`config.mk`:
```
export PLATFORM = sky130hd
export DESIGN_NAME = cke_keyboard_entry
export DESIGN_NICKNAME = d
export VERILOG_FILES = /design/src/include/cke_pkg.sv /design/src/design/cke_keyboard_entry.sv
export SDC_FILE = /design/constraint.sdc
export NUM_CORES = 1
export LEC_CHECK = 0
export ABC_AREA = 0
export BUFFER_PORTS_ARGS = -buffer_cell sky130_fd_sc_hd__buf_2
export CORE_MARGIN = 2
export CORE_UTILIZATION = 50
export CTS_CLUSTER_DIAMETER = 100
export DETAILED_ROUTE_END_ITERATION = 8
export MAX_ROUTING_LAYER = met4
export PLACE_DENSITY_LB_ADDON = 0.12
export SYNTH_ARGS = -nofsm -noshare
export SYNTH_HDL_FRONTEND = slang
export SYNTH_SLANG_ARGS = --single-unit
export TNS_END_PERCENT = 1
```
`constraint.sdc`:
```
create_clock -name aclk -period 10.4 [get_ports aclk]
set_input_delay 0 -clock aclk [delete_from_list [all_inputs] [get_ports aclk]]
set_output_delay 0 -clock aclk [all_outputs]
set_load 0.02 [all_outputs]
```
`src/include/cke_pkg.sv`:
```
// Shared constants and types for the console keyboard entry control
package cke_pkg;

  // Register byte offsets
  localparam logic [7:0] ADDR_CTRL   = 8'h00;
  localparam logic [7:0] ADDR_STATUS = 8'h04;
  localparam logic [7:0] ADDR_ACC    = 8'h08;
  localparam logic [7:0] ADDR_PSEL   = 8'h0c;
  localparam logic [7:0] ADDR_BUF    = 8'h10;

  // Control register layout and reset value
  localparam int CTRL_MODE_LSB = 0;
  localparam int CTRL_CM_EN    = 2;
  localparam int CTRL_SREV_EN  = 3;
  localparam int CTRL_PRINT_EN = 4;
  localparam int CTRL_MEM_EN   = 5;
  localparam int CTRL_USER_RUN = 6;
  localparam int CTRL_INT_LSB  = 8;
  localparam int CTRL_FRAC_LSB = 12;
  localparam int CTRL_START    = 31;
  localparam logic [15:0] CTRL_RST = 16'h0000;
  localparam logic [15:0] PSEL_RST = 16'h0000;

  // AXI responses
  localparam logic [1:0] RESP_OKAY   = 2'b00;
  localparam logic [1:0] RESP_SLVERR = 2'b10;

  // Key codes as delivered on the key code pins
  localparam logic [7:0] KEY_D00      = 8'h0a;
  localparam logic [7:0] KEY_D000     = 8'h0b;
  localparam logic [7:0] KEY_DEC      = 8'h0c;
  localparam logic [7:0] KEY_RESET    = 8'h0d;
  localparam logic [7:0] KEY_HUND     = 8'h0e;
  localparam logic [7:0] KEY_THOU     = 8'h0f;
  localparam logic [7:0] KEY_SREV     = 8'h10;
  localparam logic [7:0] KEY_TERM1    = 8'h11;
  localparam logic [7:0] KEY_TERM4    = 8'h14;
  localparam logic [7:0] KEY_TW_BASE  = 8'h20;
  localparam logic [7:0] KEY_SPACE    = 8'h20;
  localparam logic [7:0] KEY_BKSP     = 8'h21;
  localparam logic [7:0] KEY_LF_LEFT  = 8'h22;
  localparam logic [7:0] KEY_SHLOCK   = 8'h24;
  localparam logic [7:0] KEY_TW_TERM1 = 8'h25;
  localparam logic [7:0] KEY_TW_TERM2 = 8'h26;
  localparam logic [3:0] KEY_PSEL_HI  = 4'h3;
  localparam logic [7:0] KEY_TYPE_LO  = 8'h40;
  localparam logic [7:0] KEY_SHIFT_LO = 8'h60;
  localparam logic [7:0] KEY_TYPE_HI  = 8'h70;
  localparam logic [7:0] CHAR_UPPER   = 8'h80;

  // Timing: repeat interval while a repeat key is held
  localparam int CLK_HZ         = 10_000_000;
  localparam int REPEAT_MS      = 100;
  localparam int REPEAT_CYC_DEF = REPEAT_MS * (CLK_HZ / 1000);
  localparam int BUF_DEPTH_DEF  = 64;

  typedef enum logic [1:0] {
    ST_IDLE  = 2'b00,
    ST_NUM   = 2'b01,
    ST_ALPHA = 2'b10
  } cke_state_t;

  // Keyboard pins, asynchronous to aclk
  typedef struct packed {
    logic       key_down;
    logic [7:0] key_code;
    logic       shift_held;
    logic       repeat_held;
  } cke_kbd_t;

  // Console lamps, bell and mechanism strobes
  typedef struct packed {
    logic error_lamp;
    logic alarm_bell;
    logic alpha_lamp;
    logic numeric_lamp;
    logic form_advance;
    logic carrier_right;
    logic carrier_left;
    logic head_home;
  } cke_console_t;

endpackage

```
`src/design/cke_keyboard_entry.sv`:
```
// Console keyboard entry control with AXI4-Lite register slave
// Function
// (RQ1) Digits align left/right of decimal point
// (RQ2) Too many digits: error lamp and bell
// (RQ3) Numeric reset clears accumulator, error, restarts
// (RQ4) Alpha reset without error restarts, homes head
// (RQ5) Alpha reset with error only clears error
// (RQ6) Per-hundred sets flag, else error if disabled
// (RQ7) Per-thousand sets flag, else error if disabled
// (RQ8) Sign reverse marks negative, else error
// (RQ9) Four terminators end entry, set own flag
// (RQ10) Alpha request lights the alpha lamp
// (RQ11) Numeric keys rejected during typewriter entry; the four numeric terminators are accepted and end it
// (RQ12) Buffer overflow gives error and bell
// (RQ13) 32 plain keys, 17 shiftable keys
// (RQ14) Shift lock holds upper case until shift
// (RQ15) Left line advance moves form only
// (RQ16) Repeat except terminators and numeric digits
// (RQ17) Space moves carrier right when printing
// (RQ18) Unshifted backspace also steps memory back
// (RQ19) Shifted typewriter terminators become third, fourth
// (RQ20) Program select lamps; disabled key errors
// (RQ21) During error only RESET is accepted
//
// Decided for this implementation: the AXI4-Lite interface to the registers and the register addresses.
`timescale 1ns/1ps
`default_nettype none

module cke_keyboard_entry
  import cke_pkg::*;
#(
  parameter int BUF_DEPTH  = BUF_DEPTH_DEF,
  parameter int REPEAT_CYC = REPEAT_CYC_DEF
) (
  input  wire logic         aclk,
  input  wire logic         aresetn,
  input  wire logic [7:0]   s_axi_awaddr,
  input  wire logic         s_axi_awvalid,
  output logic              s_axi_awready,
  input  wire logic [31:0]  s_axi_wdata,
  input  wire logic [3:0]   s_axi_wstrb,
  input  wire logic         s_axi_wvalid,
  output logic              s_axi_wready,
  output logic [1:0]        s_axi_bresp,
  output logic              s_axi_bvalid,
  input  wire logic         s_axi_bready,
  input  wire logic [7:0]   s_axi_araddr,
  input  wire logic         s_axi_arvalid,
  output logic              s_axi_arready,
  output logic [31:0]       s_axi_rdata,
  output logic [1:0]        s_axi_rresp,
  output logic              s_axi_rvalid,
  input  wire logic         s_axi_rready,
  input  wire cke_kbd_t     kbd_pins,
  output var cke_console_t  console,
  output logic [15:0]       psel_lamp
);

  localparam int IW = (BUF_DEPTH > 1) ? $clog2(BUF_DEPTH) : 1;
  localparam int PW = $clog2(BUF_DEPTH + 1);

  // AXI slave state
  logic              awready_ff, wready_ff, bvalid_ff, arready_ff, rvalid_ff;
  logic              aw_got_ff, w_got_ff;
  logic [1:0]        bresp_ff, rresp_ff;
  logic [31:0]       rdata_ff, wdata_ff;
  logic [7:0]        awaddr_ff;
  logic [3:0]        wstrb_ff;
  // Block state
  logic [15:0]       ctrl_ff, psel_en_ff, psel_lamp_ff;
  cke_state_t        state_ff;
  cke_console_t      con_ff;
  cke_kbd_t          kb_s1_ff, kb_s2_ff;
  logic              kdown_d_ff, shift_d_ff;
  logic [31:0]       rep_cnt_ff, acc_ff;
  logic [3:0]        int_cnt_ff, frac_cnt_ff, term_ff, psel_idx_ff;
  logic              dec_ff, hund_ff, thou_ff, neg_ff, lock_ff, psel_hit_ff;
  logic [PW-1:0]     pos_ff;
  logic [IW-1:0]     buf_idx_ff;
  logic [7:0]        buf_mem [BUF_DEPTH];

  // Write channel bookkeeping; address and data may arrive in either order
  wire        aw_hs       = s_axi_awvalid & awready_ff;
  wire        w_hs        = s_axi_wvalid & wready_ff;
  wire        wr_fire     = aw_got_ff & w_got_ff & ~bvalid_ff;
  wire        nxt_aw_got  = ~wr_fire & (aw_got_ff | aw_hs);
  wire        nxt_w_got   = ~wr_fire & (w_got_ff | w_hs);
  wire        nxt_bvalid  = wr_fire | (bvalid_ff & ~s_axi_bready);
  wire        ar_hs       = s_axi_arvalid & arready_ff;
  wire        nxt_rvalid  = ar_hs | (rvalid_ff & ~s_axi_rready);
  wire [31:0] wmask       = {{8{wstrb_ff[3]}}, {8{wstrb_ff[2]}},
                             {8{wstrb_ff[1]}}, {8{wstrb_ff[0]}}};
  wire [31:0] wmerged     = (wdata_ff & wmask) | ({16'h0000, ctrl_ff} & ~wmask);
  wire        wr_ctrl     = wr_fire & (awaddr_ff == ADDR_CTRL);
  wire        wr_psel     = wr_fire & (awaddr_ff == ADDR_PSEL);
  wire        wr_buf      = wr_fire & (awaddr_ff == ADDR_BUF);
  wire        wr_known    = (awaddr_ff == ADDR_CTRL) | (awaddr_ff == ADDR_STATUS) |
                            (awaddr_ff == ADDR_ACC) | (awaddr_ff == ADDR_PSEL) |
                            (awaddr_ff == ADDR_BUF);
  wire        sw_start    = wr_ctrl & wmerged[CTRL_START];
  wire [15:0] nxt_ctrl    = wr_ctrl ? wmerged[15:0] : ctrl_ff;

  // Control fields
  wire [1:0]  mode_new    = nxt_ctrl[CTRL_MODE_LSB +: 2];
  wire        cm_en       = ctrl_ff[CTRL_CM_EN];
  wire        srev_en     = ctrl_ff[CTRL_SREV_EN];
  wire        print_en    = ctrl_ff[CTRL_PRINT_EN];
  wire        mem_en      = ctrl_ff[CTRL_MEM_EN];
  wire        user_run    = ctrl_ff[CTRL_USER_RUN];
  wire [3:0]  int_lim     = ctrl_ff[CTRL_INT_LSB +: 4];
  wire [3:0]  frac_lim    = ctrl_ff[CTRL_FRAC_LSB +: 4];

  // Register read mux
  wire [31:0] status_word = {psel_idx_ff, 8'h00, frac_cnt_ff, int_cnt_ff, term_ff,
                             psel_hit_ff, lock_ff, neg_ff, thou_ff, hund_ff, dec_ff,
                             con_ff.error_lamp, (state_ff != ST_IDLE)};
  wire [31:0] buf_word    = {8'h00, 8'(pos_ff), 8'h00, buf_mem[buf_idx_ff]};
  wire        rd_known    = (s_axi_araddr == ADDR_CTRL) | (s_axi_araddr == ADDR_STATUS) |
                            (s_axi_araddr == ADDR_ACC) | (s_axi_araddr == ADDR_PSEL) |
                            (s_axi_araddr == ADDR_BUF);
  wire [31:0] rd_data     = (s_axi_araddr == ADDR_CTRL)   ? {16'h0000, ctrl_ff} :
                            (s_axi_araddr == ADDR_STATUS) ? status_word :
                            (s_axi_araddr == ADDR_ACC)    ? acc_ff :
                            (s_axi_araddr == ADDR_PSEL)   ? {16'h0000, psel_en_ff} :
                            (s_axi_araddr == ADDR_BUF)    ? buf_word : 32'h0000_0000;

  // AXI handshake registers; one write and one read in flight at most
  always_ff @(posedge aclk) begin
    if (!aresetn) begin
      awready_ff <= 1'b0;
      wready_ff  <= 1'b0;
      aw_got_ff  <= 1'b0;
      w_got_ff   <= 1'b0;
      bvalid_ff  <= 1'b0;
      arready_ff <= 1'b0;
      rvalid_ff  <= 1'b0;
    end else begin
      awready_ff <= ~nxt_aw_got & ~nxt_bvalid;
      wready_ff  <= ~nxt_w_got & ~nxt_bvalid;
      aw_got_ff  <= nxt_aw_got;
      w_got_ff   <= nxt_w_got;
      bvalid_ff  <= nxt_bvalid;
      arready_ff <= ~nxt_rvalid;
      rvalid_ff  <= nxt_rvalid;
    end
  end

  // AXI payload registers
  always_ff @(posedge aclk) begin
    if (!aresetn) begin
      awaddr_ff <= 8'h00;
      wdata_ff  <= 32'h0000_0000;
      wstrb_ff  <= 4'h0;
      bresp_ff  <= RESP_OKAY;
      rresp_ff  <= RESP_OKAY;
      rdata_ff  <= 32'h0000_0000;
    end else begin
      if (aw_hs) awaddr_ff <= s_axi_awaddr;
      if (w_hs) begin
        wdata_ff <= s_axi_wdata;
        wstrb_ff <= s_axi_wstrb;
      end
      if (wr_fire) bresp_ff <= wr_known ? RESP_OKAY : RESP_SLVERR;
      if (ar_hs) begin
        rdata_ff <= rd_data;
        rresp_ff <= rd_known ? RESP_OKAY : RESP_SLVERR;
      end
    end
  end

  // Software registers; the start bit is a strobe and is not stored
  always_ff @(posedge aclk) begin
    if (!aresetn) begin
      ctrl_ff      <= CTRL_RST;
      psel_en_ff   <= PSEL_RST;
      psel_lamp_ff <= PSEL_RST;
      buf_idx_ff   <= '0;
    end else begin
      ctrl_ff      <= nxt_ctrl;
      if (wr_psel) psel_en_ff <= (wdata_ff[15:0] & wmask[15:0]) | (psel_en_ff & ~wmask[15:0]);
      psel_lamp_ff <= psel_en_ff;                                  // [RQ20]
      if (wr_buf) buf_idx_ff <= wdata_ff[IW-1:0];
    end
  end

  // Keyboard pins pass two flops before anything looks at them
  always_ff @(posedge aclk) begin
    if (!aresetn) begin
      kb_s1_ff   <= '0;
      kb_s2_ff   <= '0;
      kdown_d_ff <= 1'b0;
      shift_d_ff <= 1'b0;
    end else begin
      kb_s1_ff   <= kbd_pins;
      kb_s2_ff   <= kb_s1_ff;
      kdown_d_ff <= kb_s2_ff.key_down;
      shift_d_ff <= kb_s2_ff.shift_held;
    end
  end

  // Key classification on the synchronised code
  wire [7:0]  code      = kb_s2_ff.key_code;
  wire        press     = kb_s2_ff.key_down & ~kdown_d_ff;
  wire        shift_rise = kb_s2_ff.shift_held & ~shift_d_ff;
  wire        k_digit   = code <= KEY_D000;
  wire        k_reset   = code == KEY_RESET;
  wire        k_nterm   = (code >= KEY_TERM1) & (code <= KEY_TERM4);
  wire        k_tterm   = (code == KEY_TW_TERM1) | (code == KEY_TW_TERM2);
  wire        k_term    = k_nterm | k_tterm;
  wire        k_numkb   = code < KEY_TW_BASE;
  wire        k_psel    = code[7:4] == KEY_PSEL_HI;
  wire        k_type    = (code >= KEY_TYPE_LO) & (code <= KEY_TYPE_HI);
  wire        k_store   = k_type | (code == KEY_SPACE);
  wire        upper     = kb_s2_ff.shift_held | lock_ff;
  // Terminators and numeric-keyboard digits never auto-repeat
  wire        rep_ok    = kb_s2_ff.key_down & kb_s2_ff.repeat_held & ~k_term & ~k_digit;
  wire        rep_fire  = rep_ok & (rep_cnt_ff == 32'(REPEAT_CYC - 1));   // [RQ16]
  wire        evt       = press | rep_fire;

  // Accept conditions; while the error lamp is lit only RESET gets through
  wire        err       = con_ff.error_lamp;
  wire        ev_reset  = evt & k_reset;
  wire        ok        = evt & ~err & ~k_reset & ~k_psel;                // [RQ21]
  wire        num_ok    = ok & (state_ff == ST_NUM);
  wire        alpha_ok  = ok & (state_ff == ST_ALPHA);

  // Digit counting: 00 and 000 count as two and three digits
  wire [1:0]  n_dig     = (code == KEY_D00) ? 2'd2 : (code == KEY_D000) ? 2'd3 : 2'd1;
  wire [3:0]  dig_val   = (code < KEY_D00) ? code[3:0] : 4'h0;
  wire [3:0]  cur_cnt   = dec_ff ? frac_cnt_ff : int_cnt_ff;
  wire [3:0]  cur_lim   = dec_ff ? frac_lim : int_lim;
  wire [4:0]  dig_sum   = {1'b0, cur_cnt} + {3'b000, n_dig};
  wire        dig_over  = dig_sum > {1'b0, cur_lim};
  wire        dig_take  = num_ok & k_digit & ~dig_over;
  wire [31:0] acc_dig   = (n_dig == 2'd1) ? {acc_ff[27:0], dig_val} :
                          (n_dig == 2'd2) ? {acc_ff[23:0], 8'h00} : {acc_ff[19:0], 12'h000};
  // Pad missing fraction digits so the point lands where the field wants it
  wire [3:0]  frac_pad  = frac_lim - frac_cnt_ff;
  wire [31:0] acc_align = acc_ff << {frac_pad, 2'b00};                    // [RQ1]

  // Error sources
  wire e_dig    = num_ok & k_digit & dig_over;                            // [RQ2]
  wire e_dec    = num_ok & (code == KEY_DEC) & dec_ff;
  wire e_cm     = num_ok & ((code == KEY_HUND) | (code == KEY_THOU)) & ~cm_en; // [RQ6] [RQ7]
  wire e_srev   = num_ok & (code == KEY_SREV) & ~srev_en;                 // [RQ8]
  wire e_numkb  = alpha_ok & k_numkb & ~k_nterm;                          // [RQ11]
  wire e_full   = alpha_ok & k_store & (pos_ff == PW'(BUF_DEPTH));        // [RQ12]
  wire e_psel   = evt & k_psel & ~psel_en_ff[code[3:0]] & user_run;       // [RQ20]
  wire set_err  = e_dig | e_dec | e_cm | e_srev | e_numkb | e_full | e_psel;
  wire nxt_err  = set_err | (err & ~ev_reset);

  // Entry sequencing
  wire restart_num   = ev_reset & (state_ff == ST_NUM);                   // [RQ3]
  wire restart_alpha = ev_reset & (state_ff == ST_ALPHA) & ~err;          // [RQ4] [RQ5]
  wire term_fire     = (num_ok | alpha_ok) & k_term;                      // [RQ9]
  wire [1:0] term_idx = k_nterm ? 2'(code - KEY_TERM1) :
                        {upper, code == KEY_TW_TERM2};                    // [RQ19]
  wire [7:0] char_in = (code >= KEY_SHIFT_LO && k_type && upper) ? (code | CHAR_UPPER) : code;
  wire buf_we    = alpha_ok & k_store & ~e_full;
  wire bksp      = alpha_ok & (code == KEY_BKSP);
  wire mem_back  = bksp & ~upper & mem_en & (pos_ff != '0);               // [RQ18]

  // Repeat interval counter
  always_ff @(posedge aclk) begin
    if (!aresetn || press || !rep_ok || rep_fire) rep_cnt_ff <= 32'h0000_0000;
    else rep_cnt_ff <= rep_cnt_ff + 32'h0000_0001;
  end

  // Entry state: software start opens it, a terminator closes it
  always_ff @(posedge aclk) begin
    if (!aresetn) state_ff <= ST_IDLE;
    else if (sw_start) begin
      case (mode_new)
        2'b01:   state_ff <= ST_NUM;
        2'b10:   state_ff <= ST_ALPHA;
        default: state_ff <= ST_IDLE;
      endcase
    end else if (term_fire) state_ff <= ST_IDLE;
  end

  // Numeric accumulator and digit counts
  always_ff @(posedge aclk) begin
    if (!aresetn || sw_start || restart_num) begin                        // [RQ3]
      acc_ff      <= 32'h0000_0000;
      int_cnt_ff  <= 4'h0;
      frac_cnt_ff <= 4'h0;
      dec_ff      <= 1'b0;
    end else if (dig_take) begin                                          // [RQ1]
      acc_ff <= acc_dig;
      if (dec_ff) frac_cnt_ff <= dig_sum[3:0];
      else int_cnt_ff <= dig_sum[3:0];
    end else if (num_ok && code == KEY_DEC) dec_ff <= 1'b1;
    else if (term_fire && state_ff == ST_NUM) begin
      acc_ff      <= acc_align;
      frac_cnt_ff <= frac_lim;
    end
  end

  // Program-visible flags; a set in the clearing cycle wins
  always_ff @(posedge aclk) begin
    if (!aresetn) begin
      hund_ff     <= 1'b0;
      thou_ff     <= 1'b0;
      neg_ff      <= 1'b0;
      term_ff     <= 4'h0;
      psel_hit_ff <= 1'b0;
      psel_idx_ff <= 4'h0;
    end else begin
      if (sw_start || restart_num) begin
        hund_ff <= 1'b0;
        thou_ff <= 1'b0;
        neg_ff  <= 1'b0;
      end
      if (sw_start) begin
        term_ff     <= 4'h0;
        psel_hit_ff <= 1'b0;
      end
      if (num_ok && code == KEY_HUND && cm_en) hund_ff <= 1'b1;           // [RQ6]
      if (num_ok && code == KEY_THOU && cm_en) thou_ff <= 1'b1;           // [RQ7]
      if (num_ok && code == KEY_SREV && srev_en) neg_ff <= 1'b1;          // [RQ8]
      if (term_fire) term_ff <= 4'h1 << term_idx;                         // [RQ9]
      if (evt && k_psel && !err && !e_psel) begin
        psel_hit_ff <= 1'b1;
        psel_idx_ff <= code[3:0];
      end
    end
  end

  // Shift lock: the lock key sets it, a shift key press cancels it
  always_ff @(posedge aclk) begin
    if (!aresetn || shift_rise) lock_ff <= 1'b0;                          // [RQ14]
    else if (evt && !err && code == KEY_SHLOCK) lock_ff <= 1'b1;
  end

  // Keyboard buffer position; RESET restart overwrites earlier data
  always_ff @(posedge aclk) begin
    if (!aresetn || sw_start || restart_alpha) pos_ff <= '0;              // [RQ4]
    else if (buf_we) pos_ff <= pos_ff + PW'(1);
    else if (mem_back) pos_ff <= pos_ff - PW'(1);                         // [RQ18]
  end

  // Buffer storage has no reset; software can select and read back any slot, written or not
  always_ff @(posedge aclk) begin
    if (buf_we) buf_mem[pos_ff[IW-1:0]] <= char_in;                       // [RQ13]
  end

  // Lamps, bell and one-cycle mechanism strobes
  always_ff @(posedge aclk) begin
    if (!aresetn) con_ff <= '0;
    else begin
      con_ff.error_lamp    <= nxt_err;                                    // [RQ2] [RQ5]
      con_ff.alarm_bell    <= nxt_err;
      con_ff.alpha_lamp    <= state_ff == ST_ALPHA;                       // [RQ10]
      con_ff.numeric_lamp  <= state_ff == ST_NUM;
      con_ff.form_advance  <= evt & ~err & (code == KEY_LF_LEFT);         // [RQ15]
      con_ff.carrier_right <= alpha_ok & (code == KEY_SPACE) & print_en;  // [RQ17]
      con_ff.carrier_left  <= bksp & print_en;
      con_ff.head_home     <= restart_alpha;                              // [RQ4]
    end
  end

  assign s_axi_awready = awready_ff;
  assign s_axi_wready  = wready_ff;
  assign s_axi_bvalid  = bvalid_ff;
  assign s_axi_bresp   = bresp_ff;
  assign s_axi_arready = arready_ff;
  assign s_axi_rvalid  = rvalid_ff;
  assign s_axi_rdata   = rdata_ff;
  assign s_axi_rresp   = rresp_ff;
  assign console       = con_ff;
  assign psel_lamp     = psel_lamp_ff;
endmodule // cke_keyboard_entry

`default_nettype wire

```
==> results_dict.tcl, run 1 <==
set metrics [dict create \
    relSlewSlack_pct 11.0 \
    internal_power_uw 4900 \
    grt_pass1_wl_um 127000 \
    cts_resized 0 \
    grt_max_degree 90 \
    r2r_setup_slack_ns 4.41 \
    hold_viol 0 \
    status "finished clean" \
    tightest_slew_ns 1.33 \
    yosysWarnings 0 \
    synth.avg_cell_area_um2 13.5 \
    fin_tns_setup_ns 0 \
    grt_overflow 0 \
    fp.dieW_um 258 \
    start_kind "register" \
    crit_arrival_ns 6.52 \
    post-cts-setup-buffers 0 \
    slew_viol_final 0 \
    cts_sinks 767 \
    rr_startpoint "code[6]" \
    max_stage_delay_ns 0.94 \
    cts-hold-fix-buffers 73 \
    reg2reg_depth 20 \
    cts_buffers 80 \
    timing.rr.end "acc_ff[16]" \
    ys_ff_latch 767 \
    cts.path.max_buffers 3 \
    start_util_pct 50.3 \
    place_congestion 0.930 \
    antenna_found_initial 1 \
    hpwl_um 52800 \
    slowest_stage "o211ai_1" \
    period_needed_ns 5.99 \
    worstHoldPathCells 5 \
    clk_transition_reported_paths_ns 0.06 \
    ir_worst_vdd_mv 0.127 \
    drt_iter0_drc 2076 \
    synth_top_area_share_pct 47.7 \
    area_delta_synth_final_pct 14.2 \
    htreeDepth 3 \
    fill_cells 5122 \
    p_comb_share_pct 2.2 \
    worstPathMaxFanout 73 \
    max_cap_viol_count 0 \
    vias_per_cell 6.06 \
    fp.dieH_um 258 \
    ioPinCount 135 \
    switchingPower_uw 1290 \
    mappedNetlistArea_um2 32300 \
    skew_ns 0.0311 \
    synth_area_leaders "edfxtp_1 48%, dfxtp_1 16%, mux4_2 10%" \
    drive_gt1_share_pct 18.4 \
    wl_per_cell_um 24.5 \
    cts_tree "done" \
    cts_root_buf "clkbuf_16" \
    endpoint_kind "register" \
    grt_pass1_vias 20600 \
    grt_setup_unrepaired "false" \
    setup_violations 0 \
    worst_slack_ns 4.41 \
    dieArea_um2 66600 \
    design_area_um2 36800 \
    drt-total-wl_um 84400 \
    fmax_mhz 167 \
    swShare_pct 20.8 \
    path_class "register to register" \
    hp-class "input port to register" \
    worstSkewPairLatency_ns 0.64 \
    worstHoldEndpoint "s_axi_rdata[22]" \
    finalCritPeriodShare_pct 57.6 \
    synth_edf_count 512 \
    fin_nets 2626 \
    io_buffers 116 \
    yosysSeqAreaShare_pct 63.5 \
    pwr-share-seq_pct 52.7 \
    p_clk_share_pct 45.2 \
    async_flop_share_pct 0 \
    hold_start "s_axi_araddr[0]" \
    powerDensity_nw_per_um2 168 \
    antenna_left 0 \
    ys_types 89 \
    grtUsageTotal_pct 26.1 \
    postPlaceCellArea_um2 33500 \
    crit_path_cell_trace "buf_4 -> or4_1 -> nor4_4 -> buf_4 -> a21oi_1 -> buf_4 -> inv_1 -> ha_1 -> a21o_1 -> nand2_1 -> xor2_1 -> o21ai_0 -> ha_1 -> nand4_1 -> o21ai_0 -> a21oi_1 -> nor2_1 -> o211ai_1 -> a2bb2oi_1 -> a21oi_1" \
    design.core.area_um2 64100 \
    first_pass_iters 6 \
    ys.flop_type "edfxtp_1" \
    p_leak_uw 0.0123 \
    drc 0 \
    rows 93 \
    vias 20900 \
    post-place-ws_ns 4.43 \
    num_antenna_cells 0 \
    worstPathRequired_ns 10.93 \
    synth_area_leader_cell "edfxtp_1" \
    netlist_instances 2395 \
]
## state kept, by name, indices dropped and copies added (netlist names), 6 cells and up, named ones only
register / count
console: 7
awaddr_ff: 8
rep_cnt_ff: 32
pos_ff: 7
buf_mem: 512
buf_idx_ff: 6
kb_s1_ff: 11
code: 8
acc_ff: 32
psel_lamp: 16
wdata_ff: 17
s_axi_rdata: 32
## worst max path at each step
| stage | from | endpoint | slack [ns] | cells after the start |
|---|---|---|---|---|
| after global routing | code[6] | acc_ff[7] | 3.99 | 21 |
| after global placement | code[4] | acc_ff[7] | 4.44 | 19 |
| final | code[6] | acc_ff[16] | 4.41 | 20 |
| after detailed placement | code[5] | acc_ff[7] | 4.43 | 19 |
| after floorplan | code[1] | acc_ff[7] | 5.40 | 15 |
| after CTS | code[4] | acc_ff[7] | 4.43 | 19 |
## cell type report
type / count / area (um2) / share of cell area, %
Clock buffer: 107 / 2260 / 6.13
Clock inverter: 35 / 322 / 0.873
Inverter: 30 / 114 / 0.309
Multi-Input combinational cell: 1432 / 11000 / 29.9
Sequential cell: 767 / 20500 / 55.7
Tap cell: 855 / 1070 / 2.90
Timing Repair Buffer: 222 / 1560 / 4.23
## placed cells by master (no fill, tap or decap), types with 16 or more instances in the layout
cell / instances
mux2i_1: 65
a21oi_1: 136
nor2b_1: 25
and2_1: 51
nand3_1: 57
edfxtp_1: 512
nor3_1: 30
o21ai_0: 44
xnor2_1: 21
mux4_2: 150
a31oi_1: 23
buf_2: 116
buf_4: 33
xor2_1: 21
a222oi_1: 16
inv_1: 28
ha_1: 20
clkbuf_16: 82
dlygate4sd3_1: 73
and3_1: 18
dfxtp_1: 244
a22oi_1: 31
nand2_1: 268
nor2_1: 208
## stage by stage
step | cells | util (%) | hold slack, ns | power (uW)
after floorplan | 2396 | - | 0.127 | 3390
after global placement | 3233 | 52.3 | 0.212 | 3430
after detailed placement | 3233 | 52.3 | 0.210 | 3440
after CTS | 3448 | 57.5 | 0.00690 | 6240
after global routing | 3448 | 57.5 | 0.0537 | 6370
final | 3448 | 57.5 | 0.0373 | 6190
## power groups by stage
stage | combinational (uW) | clock (uW) | sequential, uW
after CTS | 132 | 2850 | 3260
after detailed placement | 112 | 0 | 3320
after global placement | 108 | 0 | 3320
final | 133 | 2800 | 3260
after global routing | 144 | 2960 | 3260
after floorplan | 57.6 | 0 | 3330
## Yosys cell counts (31+ instances only)
| master | number |
|---|---|
| a21oi_1 | 136 |
| a22oi_1 | 31 |
| and2_1 | 51 |
| clkbuf_1 | 119 |
| dfxtp_1 | 255 |
| edfxtp_1 | 512 |
| mux2i_1 | 65 |
| mux4_2 | 150 |
| nand2_1 | 268 |
| nand3_1 | 57 |
| nor2_1 | 208 |
| o21ai_0 | 44 |
## per-layer routing
layer  vias up  global-route usage, %  routed length, um
met4         0                   9.75               3070
li1       9324                      -                  -
met3       195                   4.55               5950
met1     10600                   33.9              34700
met5         -                      -                  0
met2       788                   41.4              40700
## cell families (layout without fill, tap and decap cells)
group                    count (synthesis)  after routing  share of synthesized area, %
AO/OA/AOI/OAI                          380            380                          7.92
XOR/XNOR                                42             42                          1.14
adder cells (fa/ha/maj)                 23             23                         0.962
buffers and inverters                  197            394                          2.47
flip-flops                             767            767                          63.5
multiplexers                           230            230                          13.0
other                                    1              2                        0.0116
AND/OR/NAND/NOR                        755            755                          11.0
## worst max-delay path: cells and delay by family (launching register included)
kind            cells  cell delay [ns]
flops               1             0.31
compound gates      8             2.32
simple gates        5             1.49
buf+inv             4             1.07
xor+xnor            1             0.06
fa+ha+maj           2             0.57
(Power assumes the default switching activity.)
==> run 2, diff against run 1 <==
Clock period 10.4 ns to 5.9 ns, I/O delays scaled along.
==> results_dict.tcl, run 2 (synthesis gave the netlist of run 1 again) <==
set metrics [dict create \
    drc 0 \
    cts_resized 0 \
    dp_cells 3277 \
    antenna_found_initial 0 \
    grt_pass1_vias 21000 \
    powerDensity_nw_per_um2 300 \
    internal_power_uw 8930 \
    wl_per_cell_um 24.5 \
    post-route-util_pct 58.2 \
    fp.dieW_um 258 \
    cts_buffers 80 \
    max_stage_delay_ns 0.69 \
    cts_sinks 767 \
    drt-total-wl_um 85500 \
    crit_path_cell_trace "or4_1 -> nor4_4 -> a21oi_1 -> inv_1 -> ha_1 -> a21o_1 -> nand2_1 -> xor2_1 -> o21ai_0 -> ha_1 -> o21ai_0 -> a21oi_1 -> nor2_1 -> buf_4 -> nand3_1 -> buf_4 -> o21ai_0 -> a21oi_1" \
    ir_worst_vdd_mv 0.257 \
    place_congestion 0.942 \
    setup_violations 0 \
    layout_common_cells "512 x edfxtp_1, 268 x nand2_1, 244 x dfxtp_1" \
    relSlewSlack_pct 14.3 \
    vias 21000 \
    design.core.area_um2 64100 \
    ioPinCount 135 \
    p_leak_uw 0.0125 \
    first_pass_iters 6 \
    tightest_slew_ns 1.28 \
    largest_reg_flops 512 \
    hp-class "input port to register" \
    path_class "register to register" \
    post-place-ws_ns 1.02 \
    rows 93 \
    crit_family "simple AND/OR/NAND/NOR gates" \
    grt_max_degree 73 \
    mostFrequentLayoutCell "edfxtp_1" \
    area_delta_synth_final_pct 15.7 \
    antenna_left 0 \
    layoutNonFillerInstCount 3493 \
    crit_buf_inv 3 \
    fp.dieH_um 258 \
    vias_per_cell 6.02 \
    r2r_setup_slack_ns 0.96 \
    swShare_pct 20.3 \
    p_comb_share_pct 2.1 \
    worstPathRequired_ns 6.35 \
    switchingPower_uw 2280 \
    cts.path.max_buffers 3 \
    worstSkewPairLatency_ns 0.63 \
    slew_viol_final 0 \
    grtUsageTotal_pct 26.8 \
    worst_slack_ns 0.960 \
    drt_iter0_drc 2173 \
    pwr-share-seq_pct 51.3 \
    cts-hold-fix-buffers 71 \
    drive_gt1_share_pct 19.6 \
    grt_setup_unrepaired "false" \
    fin_tns_setup_ns 0 \
    slowest_stage "or4_1" \
    hold_viol 0 \
    max_cap_viol_count 0 \
    post-cts-setup-buffers 0 \
    postPlaceCellArea_um2 33900 \
    endpoint_kind "register" \
    fmax_mhz 202 \
    period_needed_ns 4.94 \
    io_buffers 116 \
    htreeDepth 3 \
    dieArea_um2 66600 \
    hpwl_um 55300 \
    start_kind "register" \
    worstPathMaxFanout 18 \
    status "finished clean" \
    num_antenna_cells 0 \
    cts_root_buf "clkbuf_16" \
    grt_overflow 0 \
    p_clk_share_pct 46.6 \
    fin_nets 2668 \
    crit_arrival_ns 5.39 \
    finalCritPeriodShare_pct 83.7 \
    cts_tree "done" \
    clk_transition_reported_paths_ns 0.06 \
    grt_pass1_wl_um 131000 \
    start_util_pct 50.3 \
    skew_ns 0.0198 \
    design_area_um2 37300 \
]
run 2: layer usage:
| layer | share of wire (%) | global-route usage, % |
|---|---|---|
| met1 | 41 | 35.3 |
| met2 | 49 | 43.1 |
| met3 | 6.4 | 3.67 |
| met4 | 3.4 | 9.44 |
| met5 | 0 | - |
run 2: path summary, 6_finish.rpt:
kind | from | depth (start not counted) | to
max reg2reg | code[5] | 18 | int_cnt_ff[0]
max | code[5] | 18 | int_cnt_ff[0]
min reg2reg | kb_s1_ff[10] | 1 | kb_s2_ff[10]
min | s_axi_araddr[0] | 5 | s_axi_rdata[21]
run 2: worst register-to-register path: cells and delay by family, from the launching register on:
kind	cells	cell delay [ns]
buffers and inverters	3	0.78
adders and majority gates	2	0.58
and+or+nand+nor	5	1.84
AOI/OAI and AO/OA	7	1.21
DFF	1	0.31
xor gates and xnor gates	1	0.06
run 2: power groups by stage:
stage	Clock [uW]	Combinational (uW)	Sequential, uW
2_1_floorplan	0	102	5880
3_3_place_gp	0	189	5860
3_5_place_dp	0	196	5860
4_1_cts	5300	231	5750
5_1_grt	5510	255	5750
6_report	5220	234	5750
run 2: per-stage QoR:
step / hold slack (ns) / total power (uW)
after detailed placement: 0.212 / 6060
after global placement: 0.210 / 6050
final: 0.0388 / 11200
after global routing: 0.0980 / 11500
after floorplan: 0.127 / 5980
after CTS: 0.0141 / 11300
run 2: final cells by class:
class / instances / area (um2)
fillers: 5012 / 26800
repair buffers: 264 / 1890
multi-input cells: 1432 / 11000
clock buffers: 109 / 2250
inverters: 30 / 114
flip-flops and latches: 767 / 20500
well taps: 855 / 1070
clock inverters: 36 / 478
==> run 3, diff against run 2 <==
Clock period 5.9 ns to 4.63 ns, I/O delays scaled along.
==> results_dict.tcl, run 3 (synthesis gave the netlist of run 1 again) <==
set metrics [dict create \
    grt_overflow 0 \
    p_leak_uw 0.0126 \
    worstPathMaxFanout 11 \
    finalCritPeriodShare_pct 95.7 \
    grtUsageTotal_pct 27.3 \
    drive_gt1_share_pct 20.3 \
    fin_tns_setup_ns 0 \
    ioPinCount 135 \
    place_congestion 0.939 \
    cts_tree "done" \
    crit_arrival_ns 4.96 \
    fp.dieW_um 258 \
    drc 0 \
    path_class "register to register" \
    cts_buffers 82 \
    slew_viol_final 0 \
    powerDensity_nw_per_um2 382 \
    largest_reg_flops 512 \
    vias_per_cell 6.07 \
    cts.path.max_buffers 3 \
    fin_nets 2679 \
    io_buffers 116 \
    worstSkewPairLatency_ns 0.64 \
    hold_viol 0 \
    cts_root_buf "clkbuf_16" \
    area_delta_synth_final_pct 16.0 \
    antenna_left 0 \
    fmax_mhz 226 \
    wl_per_cell_um 25.0 \
    hp-class "input port to register" \
    clk_transition_reported_paths_ns 0.06 \
    reg2reg_depth 15 \
    setup_violations 0 \
    hpwl_um 57200 \
    hold_start "s_axi_araddr[0]" \
    period_needed_ns 4.43 \
    grt_pass1_vias 21000 \
    r2r_setup_slack_ns 0.20 \
    fp.dieH_um 258 \
    relSlewSlack_pct 21.5 \
    drt-total-wl_um 87600 \
    antenna_found_initial 0 \
    dp_cells 3293 \
    drt_iter0_drc 2152 \
    max_cap_viol_count 0 \
    endpoint_kind "register" \
    tightest_slew_ns 1.18 \
    vias 21300 \
    grt_max_degree 92 \
    dieArea_um2 66600 \
    start_kind "register" \
    start_util_pct 50.3 \
    worstHoldEndpoint "s_axi_rresp[1]" \
    design.core.area_um2 64100 \
    layoutNonFillerInstCount 3508 \
    cts_sinks 767 \
    ir_worst_vdd_mv 0.316 \
    grt_setup_unrepaired "true" \
    layout_common_cells "512 x edfxtp_1, 268 x nand2_1, 244 x dfxtp_1" \
    grt_pass1_wl_um 132000 \
    fill_cells 5102 \
    htreeDepth 3 \
    mostFrequentLayoutCell "edfxtp_1" \
    worstPathRequired_ns 5.15 \
    status "finished clean" \
    skew_ns 0.0326 \
    first_pass_iters 7 \
    worstHoldPathCells 6 \
    rows 93 \
    rr_startpoint "code[5]" \
    power.total_uw 14300 \
    timing.rr.end "acc_ff[29]" \
]
==> run 3: changes by cell type in the layout (fill, tap and decap cells not counted), sizes merged <==
cell and change:
buf +16, bufinv -2, clkbuf +3, clkinv +5, clkinvlp -1, diode +2, dlygate4sd3 -7, inv -1
==> run 3: through the flow <==
step	hold slack [ns]	utilization (%)	area [um2]	setup slack, ns
finish	0.0672	58.4	37400	0.198
floorplan	0.127	-	32300	-0.100
global route	0.139	58.4	37400	-0.0635
CTS	0.0248	58.4	37400	0.0445
global placement	0.210	53.1	34000	0.0926
detailed placement	0.211	53.1	34000	0.0712
==> run 3: timing repair <==
| action | in CTS | in global routing |
|---|---|---|
| endpoints found under the hold margin | 69 | 0 |
| setup endpoints to repair | 0 | 32 |
| resized for setup | 0 | 4 |
| buffers inserted | 0 | 0 |
| hold buffers | 64 | 0 |
==> run 3: worst max path at each step <==
stage               startpoint         end  slack, ns  cells past startpoint
finish                 code[5]  acc_ff[29]       0.20                     15
global route           code[5]  acc_ff[30]      -0.06                     15
CTS                    code[5]   acc_ff[2]       0.04                     14
detailed placement     code[5]   acc_ff[2]       0.07                     14
global placement       code[5]   acc_ff[2]       0.09                     14
floorplan              code[3]   acc_ff[7]      -0.10                     15
==> run 3: area by class of cell <==
class                      instances  area [um2]  area share [%]
inverter                          30         114           0.304
antenna                            2        5.00          0.0134
clock buffer                     112        2320            6.20
sequential                       767       20500            54.8
timing repair buffer             273        1970            5.26
clock inverter                    37         430            1.15
tap                              855        1070            2.86
multi-input combinational       1432       11000            29.4
==> run 3: worst max-delay path, stage by stage, from the launching register on <==
cell and delay [ns]:
dfxtp_2 0.31, or4_1 0.62, nor4_4 0.33, inv_1 0.15, ha_1 0.26, fa_1 0.43, xnor2_1 0.25, ha_1 0.28
nand4_1 0.08, o21ai_0 0.08, a21oi_1 0.29, buf_4 0.19, nor3_2 0.06, a21oi_2 0.51, o211ai_1 0.19, a221oi_1 0.30
==> run 3: routing by layer <==
metal  routed length (um)  up-vias  global-route usage (%)
met4                 2550        0                    8.49
li1                     -     9447                       -
met5                    0        -                       -
met3                 5520      164                    4.28
met1                37000    10900                    36.2
met2                42500      817                    43.6
==> run 3: where the power goes <==
part / total (uW) / internal (uW) / switching [uW]
Combinational: 304 / 101 / 202
Clock: 6660 / 3970 / 2690
Sequential: 7320 / 7300 / 25.6
